`src/ptb_pkg.sv`:
```
package ptb_pkg;

  // register byte addresses
  localparam logic [11:0] PTB_ADDR_CTRL = 12'h000;
  localparam logic [11:0] PTB_ADDR_STAT = 12'h004;
  localparam logic [11:0] PTB_ADDR_MASK = 12'h008;

  // timebase_control field positions
  localparam int PTB_CTRL_FLAG_BIT = 7;
  localparam int PTB_CTRL_RATE_LSB = 4;
  localparam int PTB_CTRL_ACK_BIT = 3;
  localparam int PTB_CTRL_IE_BIT = 2;
  localparam int PTB_CTRL_ON_BIT = 1;
  localparam int PTB_RATE_W = 3;
  localparam logic [7:0] PTB_CTRL_RESET = 8'h00;

  // event status / mask layout
  localparam int PTB_EVT_W = 2;
  localparam int PTB_EVT_PERIOD_BIT = 0;
  localparam int PTB_EVT_REFUSED_BIT = 1;
  localparam logic [1:0] PTB_STAT_RESET = 2'h0;
  localparam logic [1:0] PTB_MASK_RESET = 2'h0;

  // divider chain
  localparam int PTB_DIV_STAGES = 15;
  localparam int PTB_PRESCALE_DIV = 128;

  // log2 of the divider for each rate_select code 0..7
  localparam logic [3:0] PTB_TAP_LOG2 [8] = '{
    4'hf, 4'hd, 4'hb, 4'h7, 4'h6, 4'h5, 4'h4, 4'h3
  };

endpackage : ptb_pkg

```
`src/ptb_prescaler.sv`:
```
`timescale 1ns/1ps
`default_nettype none

module ptb_prescaler
#(
  parameter int PRESCALE = ptb_pkg::PTB_PRESCALE_DIV
)
(
  // clock and reset
  input wire logic pclk,
  input wire logic presetn,
  // crystal clock pin and option
  input wire logic crystal_clock,
  input wire logic prescale128_option,
  input wire logic run,
  // one-cycle enable per counter clock
  output logic tick
);
  import ptb_pkg::*;

  localparam int PW = $clog2(PRESCALE);

  generate
    if (PRESCALE < 2 || (1 << PW) != PRESCALE)
    begin : g_bad_prescale
      $error("prescale must be a power of two");
    end
  endgenerate

  logic sync1_q;
  logic sync2_q;
  logic prev_q;
  logic [PW-1:0] pre_q;
  logic [PW-1:0] pre_d;
  wire xrise = sync2_q & ~prev_q;
  wire pre_wrap = &pre_q;

  // pre counter cleared to zero while stopped so a restart is repeatable
  assign pre_d = !run ? '0 : (xrise ? pre_q + 1'b1 : pre_q);
  // extra divide only when the option selects it
  assign tick = run & xrise & (!prescale128_option | pre_wrap);

  // crystal edge is only seen after two flops; crystal must be < pclk/2
  always_ff @(posedge pclk or negedge presetn)
  begin
    if (!presetn)
    begin
      sync1_q <= 1'b0;
      sync2_q <= 1'b0;
      prev_q <= 1'b0;
      pre_q <= '0;
    end
    else
    begin
      sync1_q <= crystal_clock;
      sync2_q <= sync1_q;
      prev_q <= sync2_q;
      pre_q <= pre_d;
    end
  end

endmodule : ptb_prescaler

`default_nettype wire

```
`src/ptb_timebase.sv`:
```
`timescale 1ns/1ps
`default_nettype none

// How it works
// - counter held at zero while disabled
// - fifteen divider stages, eight selectable taps
// - rate code maps to documented divider values
// - tap overflow sets the period flag
// - flag and enable raise the interrupt
// - acknowledge write of one clears flag
// - first event at half, then full period
// - crystal clock, optionally divided by 128
// - stop halts counting unless oscillator runs
// - register locked in wait and stop
// - reset clears enable and interrupt enable
module ptb_timebase
#(
  parameter int STAGES = ptb_pkg::PTB_DIV_STAGES
)
(
  // clock and reset
  input wire logic pclk,
  input wire logic presetn,
  // apb slave
  input wire logic psel,
  input wire logic penable,
  input wire logic pwrite,
  input wire logic [11:0] paddr,
  input wire logic [31:0] pwdata,
  output logic [31:0] prdata,
  output logic pready,
  output logic pslverr,
  // counter clock source
  input wire logic crystal_clock,
  // configuration options
  input wire logic prescale128_option,
  input wire logic osc_run_in_stop,
  // power modes
  input wire logic wait_mode,
  input wire logic stop_mode,
  // interrupt
  output logic irq
);
  import ptb_pkg::*;

  generate
    if (STAGES < PTB_DIV_STAGES)
    begin : g_bad_stages
      $error("divider needs at least fifteen stages");
    end
  endgenerate

  // apb decode
  wire access = psel & penable;
  wire setup = psel & ~penable;
  wire low_power = wait_mode | stop_mode;
  wire hit_ctrl = paddr == PTB_ADDR_CTRL;
  wire hit_stat = paddr == PTB_ADDR_STAT;
  wire hit_mask = paddr == PTB_ADDR_MASK;
  wire mapped = hit_ctrl | hit_stat | hit_mask;
  wire refused = access & low_power;
  wire acc_ok = access & ~low_power & mapped;
  wire wr_ctrl = acc_ok & pwrite & hit_ctrl;
  wire wr_mask = acc_ok & pwrite & hit_mask;
  wire rd_stat = acc_ok & ~pwrite & hit_stat;

  // control state
  logic on_q;
  logic ie_q;
  logic flag_q;
  logic flag_d;
  logic [PTB_RATE_W-1:0] rate_q;
  logic [PTB_EVT_W-1:0] stat_q;
  logic [PTB_EVT_W-1:0] stat_d;
  logic [PTB_EVT_W-1:0] mask_q;
  logic [31:0] prdata_q;
  logic [31:0] rd_mux;

  // divider chain
  logic [STAGES-1:0] cnt_q;
  logic [STAGES-1:0] cnt_d;
  logic [STAGES-1:0] cnt_inc;
  logic tick;
  logic run;
  logic tap_evt;
  logic [3:0] tap;

  // stop without the oscillator freezes the chain
  assign run = on_q & ~(stop_mode & ~osc_run_in_stop);

  ptb_prescaler #(
    .PRESCALE(PTB_PRESCALE_DIV)
  ) u_prescaler (
    .pclk(pclk),
    .presetn(presetn),
    .crystal_clock(crystal_clock),
    .prescale128_option(prescale128_option),
    .run(run),
    .tick(tick)
  );

  assign tap = PTB_TAP_LOG2[rate_q];
  assign cnt_inc = cnt_q + {{(STAGES-1){1'b0}}, 1'b1};
  assign cnt_d = !on_q ? '0 : (tick ? cnt_inc : cnt_q);
  // fire when the bit below the tap rises: half period first, then full
  assign tap_evt = tick & cnt_inc[tap - 4'h1] & ~cnt_q[tap - 4'h1];

  wire ack_wr = wr_ctrl & pwdata[PTB_CTRL_ACK_BIT];
  // set wins so a period is never lost
  assign flag_d = tap_evt | (flag_q & ~ack_wr);

  // only bits the reader actually saw are cleared
  wire [PTB_EVT_W-1:0] stat_set = {refused, tap_evt};
  wire [PTB_EVT_W-1:0] stat_seen = rd_stat ? prdata_q[PTB_EVT_W-1:0] : '0;
  assign stat_d = stat_set | (stat_q & ~stat_seen);

  wire [7:0] ctrl_view = {flag_q, rate_q, 1'b0, ie_q, on_q, 1'b0};

  assign rd_mux = hit_ctrl ? {24'h0, ctrl_view} :
                  hit_stat ? {{(32-PTB_EVT_W){1'b0}}, stat_q} :
                  hit_mask ? {{(32-PTB_EVT_W){1'b0}}, mask_q} : 32'h0;

  // zero-wait slave; data is captured in the setup cycle
  assign pready = 1'b1;
  assign pslverr = access & (low_power | ~mapped);
  assign prdata = prdata_q;
  assign irq = (flag_q & ie_q) | (|(stat_q & mask_q));

  always_ff @(posedge pclk or negedge presetn)
  begin
    if (!presetn)
    begin
      on_q <= PTB_CTRL_RESET[PTB_CTRL_ON_BIT];
      ie_q <= PTB_CTRL_RESET[PTB_CTRL_IE_BIT];
      rate_q <= PTB_CTRL_RESET[PTB_CTRL_RATE_LSB +: PTB_RATE_W];
      flag_q <= PTB_CTRL_RESET[PTB_CTRL_FLAG_BIT];
    end
    else
    begin
      flag_q <= flag_d;
      if (wr_ctrl)
      begin
        on_q <= pwdata[PTB_CTRL_ON_BIT];
        ie_q <= pwdata[PTB_CTRL_IE_BIT];
        rate_q <= pwdata[PTB_CTRL_RATE_LSB +: PTB_RATE_W];
      end
    end
  end

  always_ff @(posedge pclk or negedge presetn)
  begin
    if (!presetn)
      cnt_q <= '0;
    else
      cnt_q <= cnt_d;
  end

  always_ff @(posedge pclk or negedge presetn)
  begin
    if (!presetn)
    begin
      stat_q <= PTB_STAT_RESET;
      mask_q <= PTB_MASK_RESET;
    end
    else
    begin
      stat_q <= stat_d;
      if (wr_mask)
        mask_q <= pwdata[PTB_EVT_W-1:0];
    end
  end

  // low power reads return zero since the register is locked
  always_ff @(posedge pclk or negedge presetn)
  begin
    if (!presetn)
      prdata_q <= 32'h0;
    else if (setup)
      prdata_q <= low_power ? 32'h0 : rd_mux;
  end

  // helper: ticks since enable or since the last event
  logic [STAGES:0] gap_q;
  logic first_q;
  wire [STAGES:0] gap_inc = gap_q + {{STAGES{1'b0}}, 1'b1};
  wire [STAGES:0] full_gap = ({{STAGES{1'b0}}, 1'b1} << tap);
  wire [STAGES:0] half_gap = full_gap >> 1;

  always_ff @(posedge pclk or negedge presetn)
  begin
    if (!presetn)
    begin
      gap_q <= '0;
      first_q <= 1'b1;
    end
    else if (!on_q)
    begin
      gap_q <= '0;
      first_q <= 1'b1;
    end
    else if (tap_evt)
    begin
      gap_q <= '0;
      first_q <= 1'b0;
    end
    else if (tick)
      gap_q <= gap_inc;
  end
endmodule : ptb_timebase

`default_nettype wire

```
`config.mk`:
```
export PLATFORM = sky130hd
export DESIGN_NAME = ptb_timebase
export DESIGN_NICKNAME = d
export VERILOG_FILES = /design/src/ptb_pkg.sv /design/src/ptb_prescaler.sv /design/src/ptb_timebase.sv
export SDC_FILE = /design/constraint.sdc
export NUM_CORES = 1
export LEC_CHECK = 0
export BUFFER_PORTS_ARGS = -buffer_cell sky130_fd_sc_hd__buf_2
export CAP_MARGIN = 0
export CORE_ASPECT_RATIO = 1.75
export CORE_UTILIZATION = 40
export CTS_CLUSTER_DIAMETER = 30
export DETAILED_ROUTE_END_ITERATION = 10
export PLACE_DENSITY = 0.66
export SYNTH_ARGS = -nofsm -noshare
export SYNTH_HDL_FRONTEND = slang
export SYNTH_SLANG_ARGS = --single-unit
```
`constraint.sdc`:
```
create_clock -name pclk -period 2.2 [get_ports pclk]
set_clock_uncertainty 0.15 [all_clocks]
set_input_delay 0 -clock pclk [delete_from_list [all_inputs] [get_ports pclk]]
set_output_delay 0 -clock pclk [all_outputs]
set_load 0.005 [all_outputs]
```
## Word level (Yosys, flattened, before mapping)

Memories as Yosys holds them, arrays and structs flattened.
Index checks and enable logic that the tools add are counted.

| storage, ports and cells | value |
|---|---|
| memory bits (writable) | 0 |
| output and inout bits | 35 |
| memories kept | 1 |
| ROM bits | 32 |
| bits in latches | 0 |
| bits in registers | 67 |

| cells by class | value |
|---|---|
| order comparisons | 2 |
| equality and inequality tests | 4 |
| shift-type cells | 0 |
| mux-type cells | 15 |
| multipliers | 0 |
| divide/modulo/power cells | 0 |
| add/sub/neg operators | 3 |
| reductions and logical operators | 4 |
| bitwise logic cells | 42 |

Memories:

| memory | words | bits a word | read ports | clocked after memory_dff | wr ports | RTL line | source |
|---|---|---|---|---|---|---|---|
| (no name shown) | 8 | 4 | 1 | 0 | 0 | ptb_timebase.sv:102 | `assign tap = PTB_TAP_LOG2[rate_q];` |

Operators with widths:

| cell | number |
|---|---|
| 2-to-1 mux 15 bit | 2 |
| AND 1 bit | 21 |
| 2-to-1 mux 8 bit | 2 |
| adder 15 x 1 -> 15 bit, second input constant | 1 |
| 2-to-1 mux 7 bit | 2 |
| equality test 12 x 3 -> 1 bit, second input constant | 1 |
| equality test 12 x 4 -> 1 bit, second input constant | 1 |
| logical NOT 12 bit | 1 |
| inverter 1 bit | 9 |
| binary-select mux 1 bit (select 4 bit) | 2 |
| 2-to-1 mux 4 bit | 2 |
| adder 7 x 1 -> 7 bit, second input constant | 1 |
| OR 1 bit | 7 |
| AND reduction 7 bit | 1 |
| 2-to-1 mux 2 bit | 3 |
| < comparator 4 x 5 -> 1 bit, second input constant | 1 |
| AND 2 bit | 2 |
| greater-or-equal comparator 4 bit, second input constant | 1 |
| inverter 3 -> 4 bit | 1 |
| subtractor 4 x 1 -> 4 bit, second input constant | 1 |
| 2-to-1 mux 1 bit | 2 |
| inequality test 2 x 1 -> 1 bit, second input constant | 1 |
| inequality test 2 bit, second input constant | 1 |
| inverter 2 bit | 1 |
| other kinds (3) | 3 |

## Longest topological paths before layout

| depth | value |
|---|---|
| depth after elaboration | 10 |
| gate-level depth with buffers | 10 |
| gate-level depth less buffers | 10 |

## By module

From an unflattened synthesis, not the netlist that was laid out.

| second synthesis, totals | value |
|---|---|
| cells, all modules | 273 |
| area total of the unflattened synthesis | 2593.7 µm² |

Modules (own cells, without submodules):

| module | cells each | area each (µm²) | instances | seq. area each (µm²) |
|---|---|---|---|---|
| ptb_timebase | 234 | 2145.8 | 1 | 800.8 |
| ptb_prescaler | 39 | 447.9 | 1 | 250.2 |

## Worst setup path before layout

OpenSTA, ideal clock, no wires.

| path | value |
|---|---|
| path type | register to register |
| start point | reg rate_q[0] |
| end point | reg stat_q[0] |
| buffers on the path | 2 |
| slack | -0.072 ns |
| period minus slack after synthesis | 2.272 ns |
| arrival time | 1.994 ns |
| data required time | 1.922 ns |
| library setup time | 0.128 ns |
| stages on the path, launching flop included | 11 |
| cells stage by stage | dfrtp_1 > nand2b_1 > buf_2 > inv_1 > buf_2 > ha_1 > xor2_1 > o311ai_0 > a31o_2 > o21ai_1 > nand3_1 |

| between the ends | value |
|---|---|
| cells in the longest elaborated chain, start to end | 10 |

RTL lines:

| item | RTL line | source |
|---|---|---|
| from (decl) | ptb_timebase.sv:72 | `logic [PTB_RATE_W-1:0] rate_q;` |
| from (signal assigned) | ptb_timebase.sv:135 | `rate_q <= PTB_CTRL_RESET[PTB_CTRL_RATE_LSB +: PTB_RATE_W];` |
| from (signal assigned) | ptb_timebase.sv:145 | `rate_q <= pwdata[PTB_CTRL_RATE_LSB +: PTB_RATE_W];` |
| inverter 3 -> 4 bit (not written as such) * | ptb_timebase.sv:102 |  |
| memory (8 x 4 bit) * | -- |  |
| 2-to-1 mux 4 bit (not written as such) * (2 in a row) | ptb_timebase.sv:102 |  |
| subtractor 4 x 1 -> 4 bit * | ptb_timebase.sv:106 | `assign tap_evt = tick & cnt_inc[tap - 4'h1] & ~cnt_q[tap - 4'h1];` |
| binary-select mux 1 bit (select 4 bit) | ptb_timebase.sv:106 |  |
| 2-to-1 mux 1 bit (not written as such) | ptb_timebase.sv:106 |  |
| AND 1 bit / inverter 1 bit (equally long branches) | ptb_timebase.sv:106 |  |
| AND 1 bit * | ptb_timebase.sv:106 |  |
| OR 2 bit * | ptb_timebase.sv:115 | `assign stat_d = stat_set \| (stat_q & ~stat_seen);` |
| net stat_d[0] | ptb_timebase.sv:74 | `logic [PTB_EVT_W-1:0] stat_d;` |
| to (signal assigned) | ptb_timebase.sv:167 | `stat_q <= stat_d;` |
| to (decl) | ptb_timebase.sv:73 | `logic [PTB_EVT_W-1:0] stat_q;` |

Mark *: on every way through the listed nets, which the timed path passes. The rest lies on a longest branch. The select of a mux whose other input is x is not followed.
A chain may end at the register's enable or synchronous reset.

## Worst setup path in the final report

| path | value |
|---|---|
| start point | reg rate_q[1] |
| end point | reg stat_q[0] |

The elaborated chain is that of the path after synthesis.

==> reports/qor.csv <==
metric,value,unit
synthFlopType,dfrtp_1,
rsz0062_at_grt,true,
slowest_stage,dfrtp_2,
powerDensity,486.5,mW/mm^2
drc,0,
worstSkewPairLatency,300,ps
dieArea,0.006842,mm^2
cts_buffers,5,
grt_pass1_vias,2242,
final_util,54.04,%
setup_tns,0,ps
criticalPathCategory,register to register,
gp_congestion,0.8533,
synth.distinct_cells,48,
async_reset_ff_share,100.0,%
grt_usage,18.51,%
syn_inst,281,
worst_setup_path_end_kind,register,
setup_viol,0,
yosysTopAreaCellShare,40.40,%
min_period_over_period,99.61,%
dieWidth,62.96,um
start_kind,register,
grt_max_degree,43,
synth-seq-cells,42,
place_ws,-48.60,ps
grt_pass1_wl,9.942,mm
seq_area_frac_synth,40.40,%
ant_nets,0,
yosysTopAreaCell,dfrtp_1,
via_per_inst,5.228,
crit_path_cell_trace,inv_2 > ha_4 > nor2_4 > a21oi_4 > ha_4 > xor2_4 > buf_6 > nor4_2 > a31oi_2 > nand3_1,
netlist_area,0.002601,mm^2
grt_overflow_total,0,
post-route-min-period,2192,ps
crit_start,rate_q[1],
portBuffers,37,
clockBufferDepth,2,
drive_gt1_share,29.51,%
cts.clk_slew.worst_paths,80,ps
syn_to_final_growth,29.39,%
fin_nets,408,
htree_levels,2,
initial_core_util,41.76,%
hpwl,4.269,mm
tightest_slew,959.3,ps
crit_fanout,4,
ioPinCount,89,
crit_required,2290,ps
hold_start,paddr[0],
root_buffer,clkbuf_8,
drt-pass1-iter-count,5,
worstReg2RegStart,rate_q[1],
antenna_found_initial,0,
slew_violations,0,
cts_tree,built,
fin_ws,8.489,ps
cp.arrival,2280,ps
wl,6.059,mm
vias,2243,
status,"finished, final reports clean",
num_rows,38,
finalPower,0.001637,W
antenna_cells,0,
hold_path.class,input pin to register,
clock-sinks,42,
cap_violations,0,
wl_per_cell,14.12,um
crit_path_max_incr_delay,450,ps
max_clock_freq,0.4563,GHz
hold-worst-slack,10.10,ps
synth_edf_count,0,
first_iter_violations,106,
synthTopCellsByArea,"dfrtp_1, buf_4, nand2_1",
hold_viol,0,
leakage,1.504,nW
synth.avg_cell_area,9.257,um^2
die_h,108.7,um
ir_worst_vdd,0.3347,mV
final_common_cell,dfrtp_1,
core,0.006228,mm^2
crit_top_cell,ha_4,
maxSlewHeadroom,36.05,%
synth-warning-count,0,
final_cell_mix,"dfrtp_1, buf_2, nand2_1",
-- flip-flops by register name, indices dropped and copies added (netlist names) --
signal	flops
u_prescaler.sync2_q	1
cnt_q	15
mask_q	2
u_prescaler.pre_q	7
prdata	7
stat_q	2
on_q	1
ie_q	1
flag_q	1
u_prescaler.sync1_q	1
u_prescaler.prev_q	1
rate_q	3
-- layer usage --
layer | global-route usage (%) | wire length [um] | vias to the layer above
met5 | 0 | 0 | -
met4 | 11.96 | 233 | 0
met3 | 3.556 | 198 | 21
met2 | 35.18 | 3372 | 62
met1 | 17.78 | 2255 | 1067
li1 | - | - | 1093
-- through the flow --
step	cells	area [um^2]
finish	429	3366
global route	429	3366
CTS	426	3223
detailed placement	402	2884
global placement	402	2884
floorplan	305	2714
-- final cells by class --
type                       instances  area (um^2)
fill                             546         2863
inverter                           8        30.03
tap                               80        100.1
clock buffer                       6        82.58
multi-input combinational        216         1521
sequential                        42         1054
timing repair buffer              75        518.0
clock inverter                     2        60.06
-- synthesized netlist by cell type, types with 5 or more instances --
cell,number
nor2_1,22
o31ai_1,8
xnor2_1,8
nor4_1,6
nand2_1,27
dfrtp_1,42
nand2b_1,5
a21oi_1,5
buf_2,7
nor2b_1,5
buf_4,26
nand3_1,11
nor3_1,7
clkbuf_1,6
xor2_1,5
a22o_1,5
ha_1,6
inv_1,8
nand4_1,7
o21ai_0,17
-- power by group --
| part | leakage, nW | internal (W) | switching [W] | total (W) |
|---|---|---|---|---|
| clock network | 0.0714 | 0.000484 | 0.000276 | 0.000760 |
| logic | 0.869 | 0.0000454 | 0.0000574 | 0.000103 |
| registers | 0.564 | 0.000774 | 0.000000913 | 0.000775 |
| total | 1.50 | 0.00130 | 0.000334 | 0.00164 |
-- timing repair --
item / CTS / global route
buffers inserted: 0 / 3
setup endpoints to repair: 2 / 5
hold buffers: 16 / 0
resized for setup: 6 / 25
hold endpoints to repair: 61 / 0
pin swaps: 8 / 11
-- critical path: cells and delay by family (launching register included) --
| family | cells | cell delay [ps] |
|---|---|---|
| adder cells (fa/ha/maj) | 2 | 380 |
| flip-flops | 1 | 450 |
| XOR/XNOR | 1 | 200 |
| AO/OA/AOI/OAI | 2 | 210 |
| AND/OR/NAND/NOR | 3 | 540 |
| buffers and inverters | 2 | 200 |
-- cells by family (layout without fill, tap and decap cells) --
logic type | count (synthesis) | in the layout | synth area share [%]
XOR/XNOR | 13 | 13 | 4.377
AO/OA/AOI/OAI | 58 | 58 | 15.15
AND/OR/NAND/NOR | 105 | 105 | 22.27
flip-flops | 42 | 42 | 40.40
other | 2 | 26 | 0.2887
adder cells (fa/ha/maj) | 6 | 6 | 2.886
buffers and inverters | 47 | 91 | 10.87
multiplexers | 8 | 8 | 3.752
-- final timing paths --
kind | cells after the start | end | slack [ps]
worst max-delay path | 10 | stat_q[0] | 8
worst min-delay path | 7 | stat_q[1] | 10
worst max register to register | 10 | stat_q[0] | 8
worst min register to register | 0 | u_prescaler.sync2_q | 210
max in group asynchronous | 2 | rate_q[1] | 1010
min in group asynchronous | 2 | cnt_q[8] | 240
(Power assumes the default switching activity.)
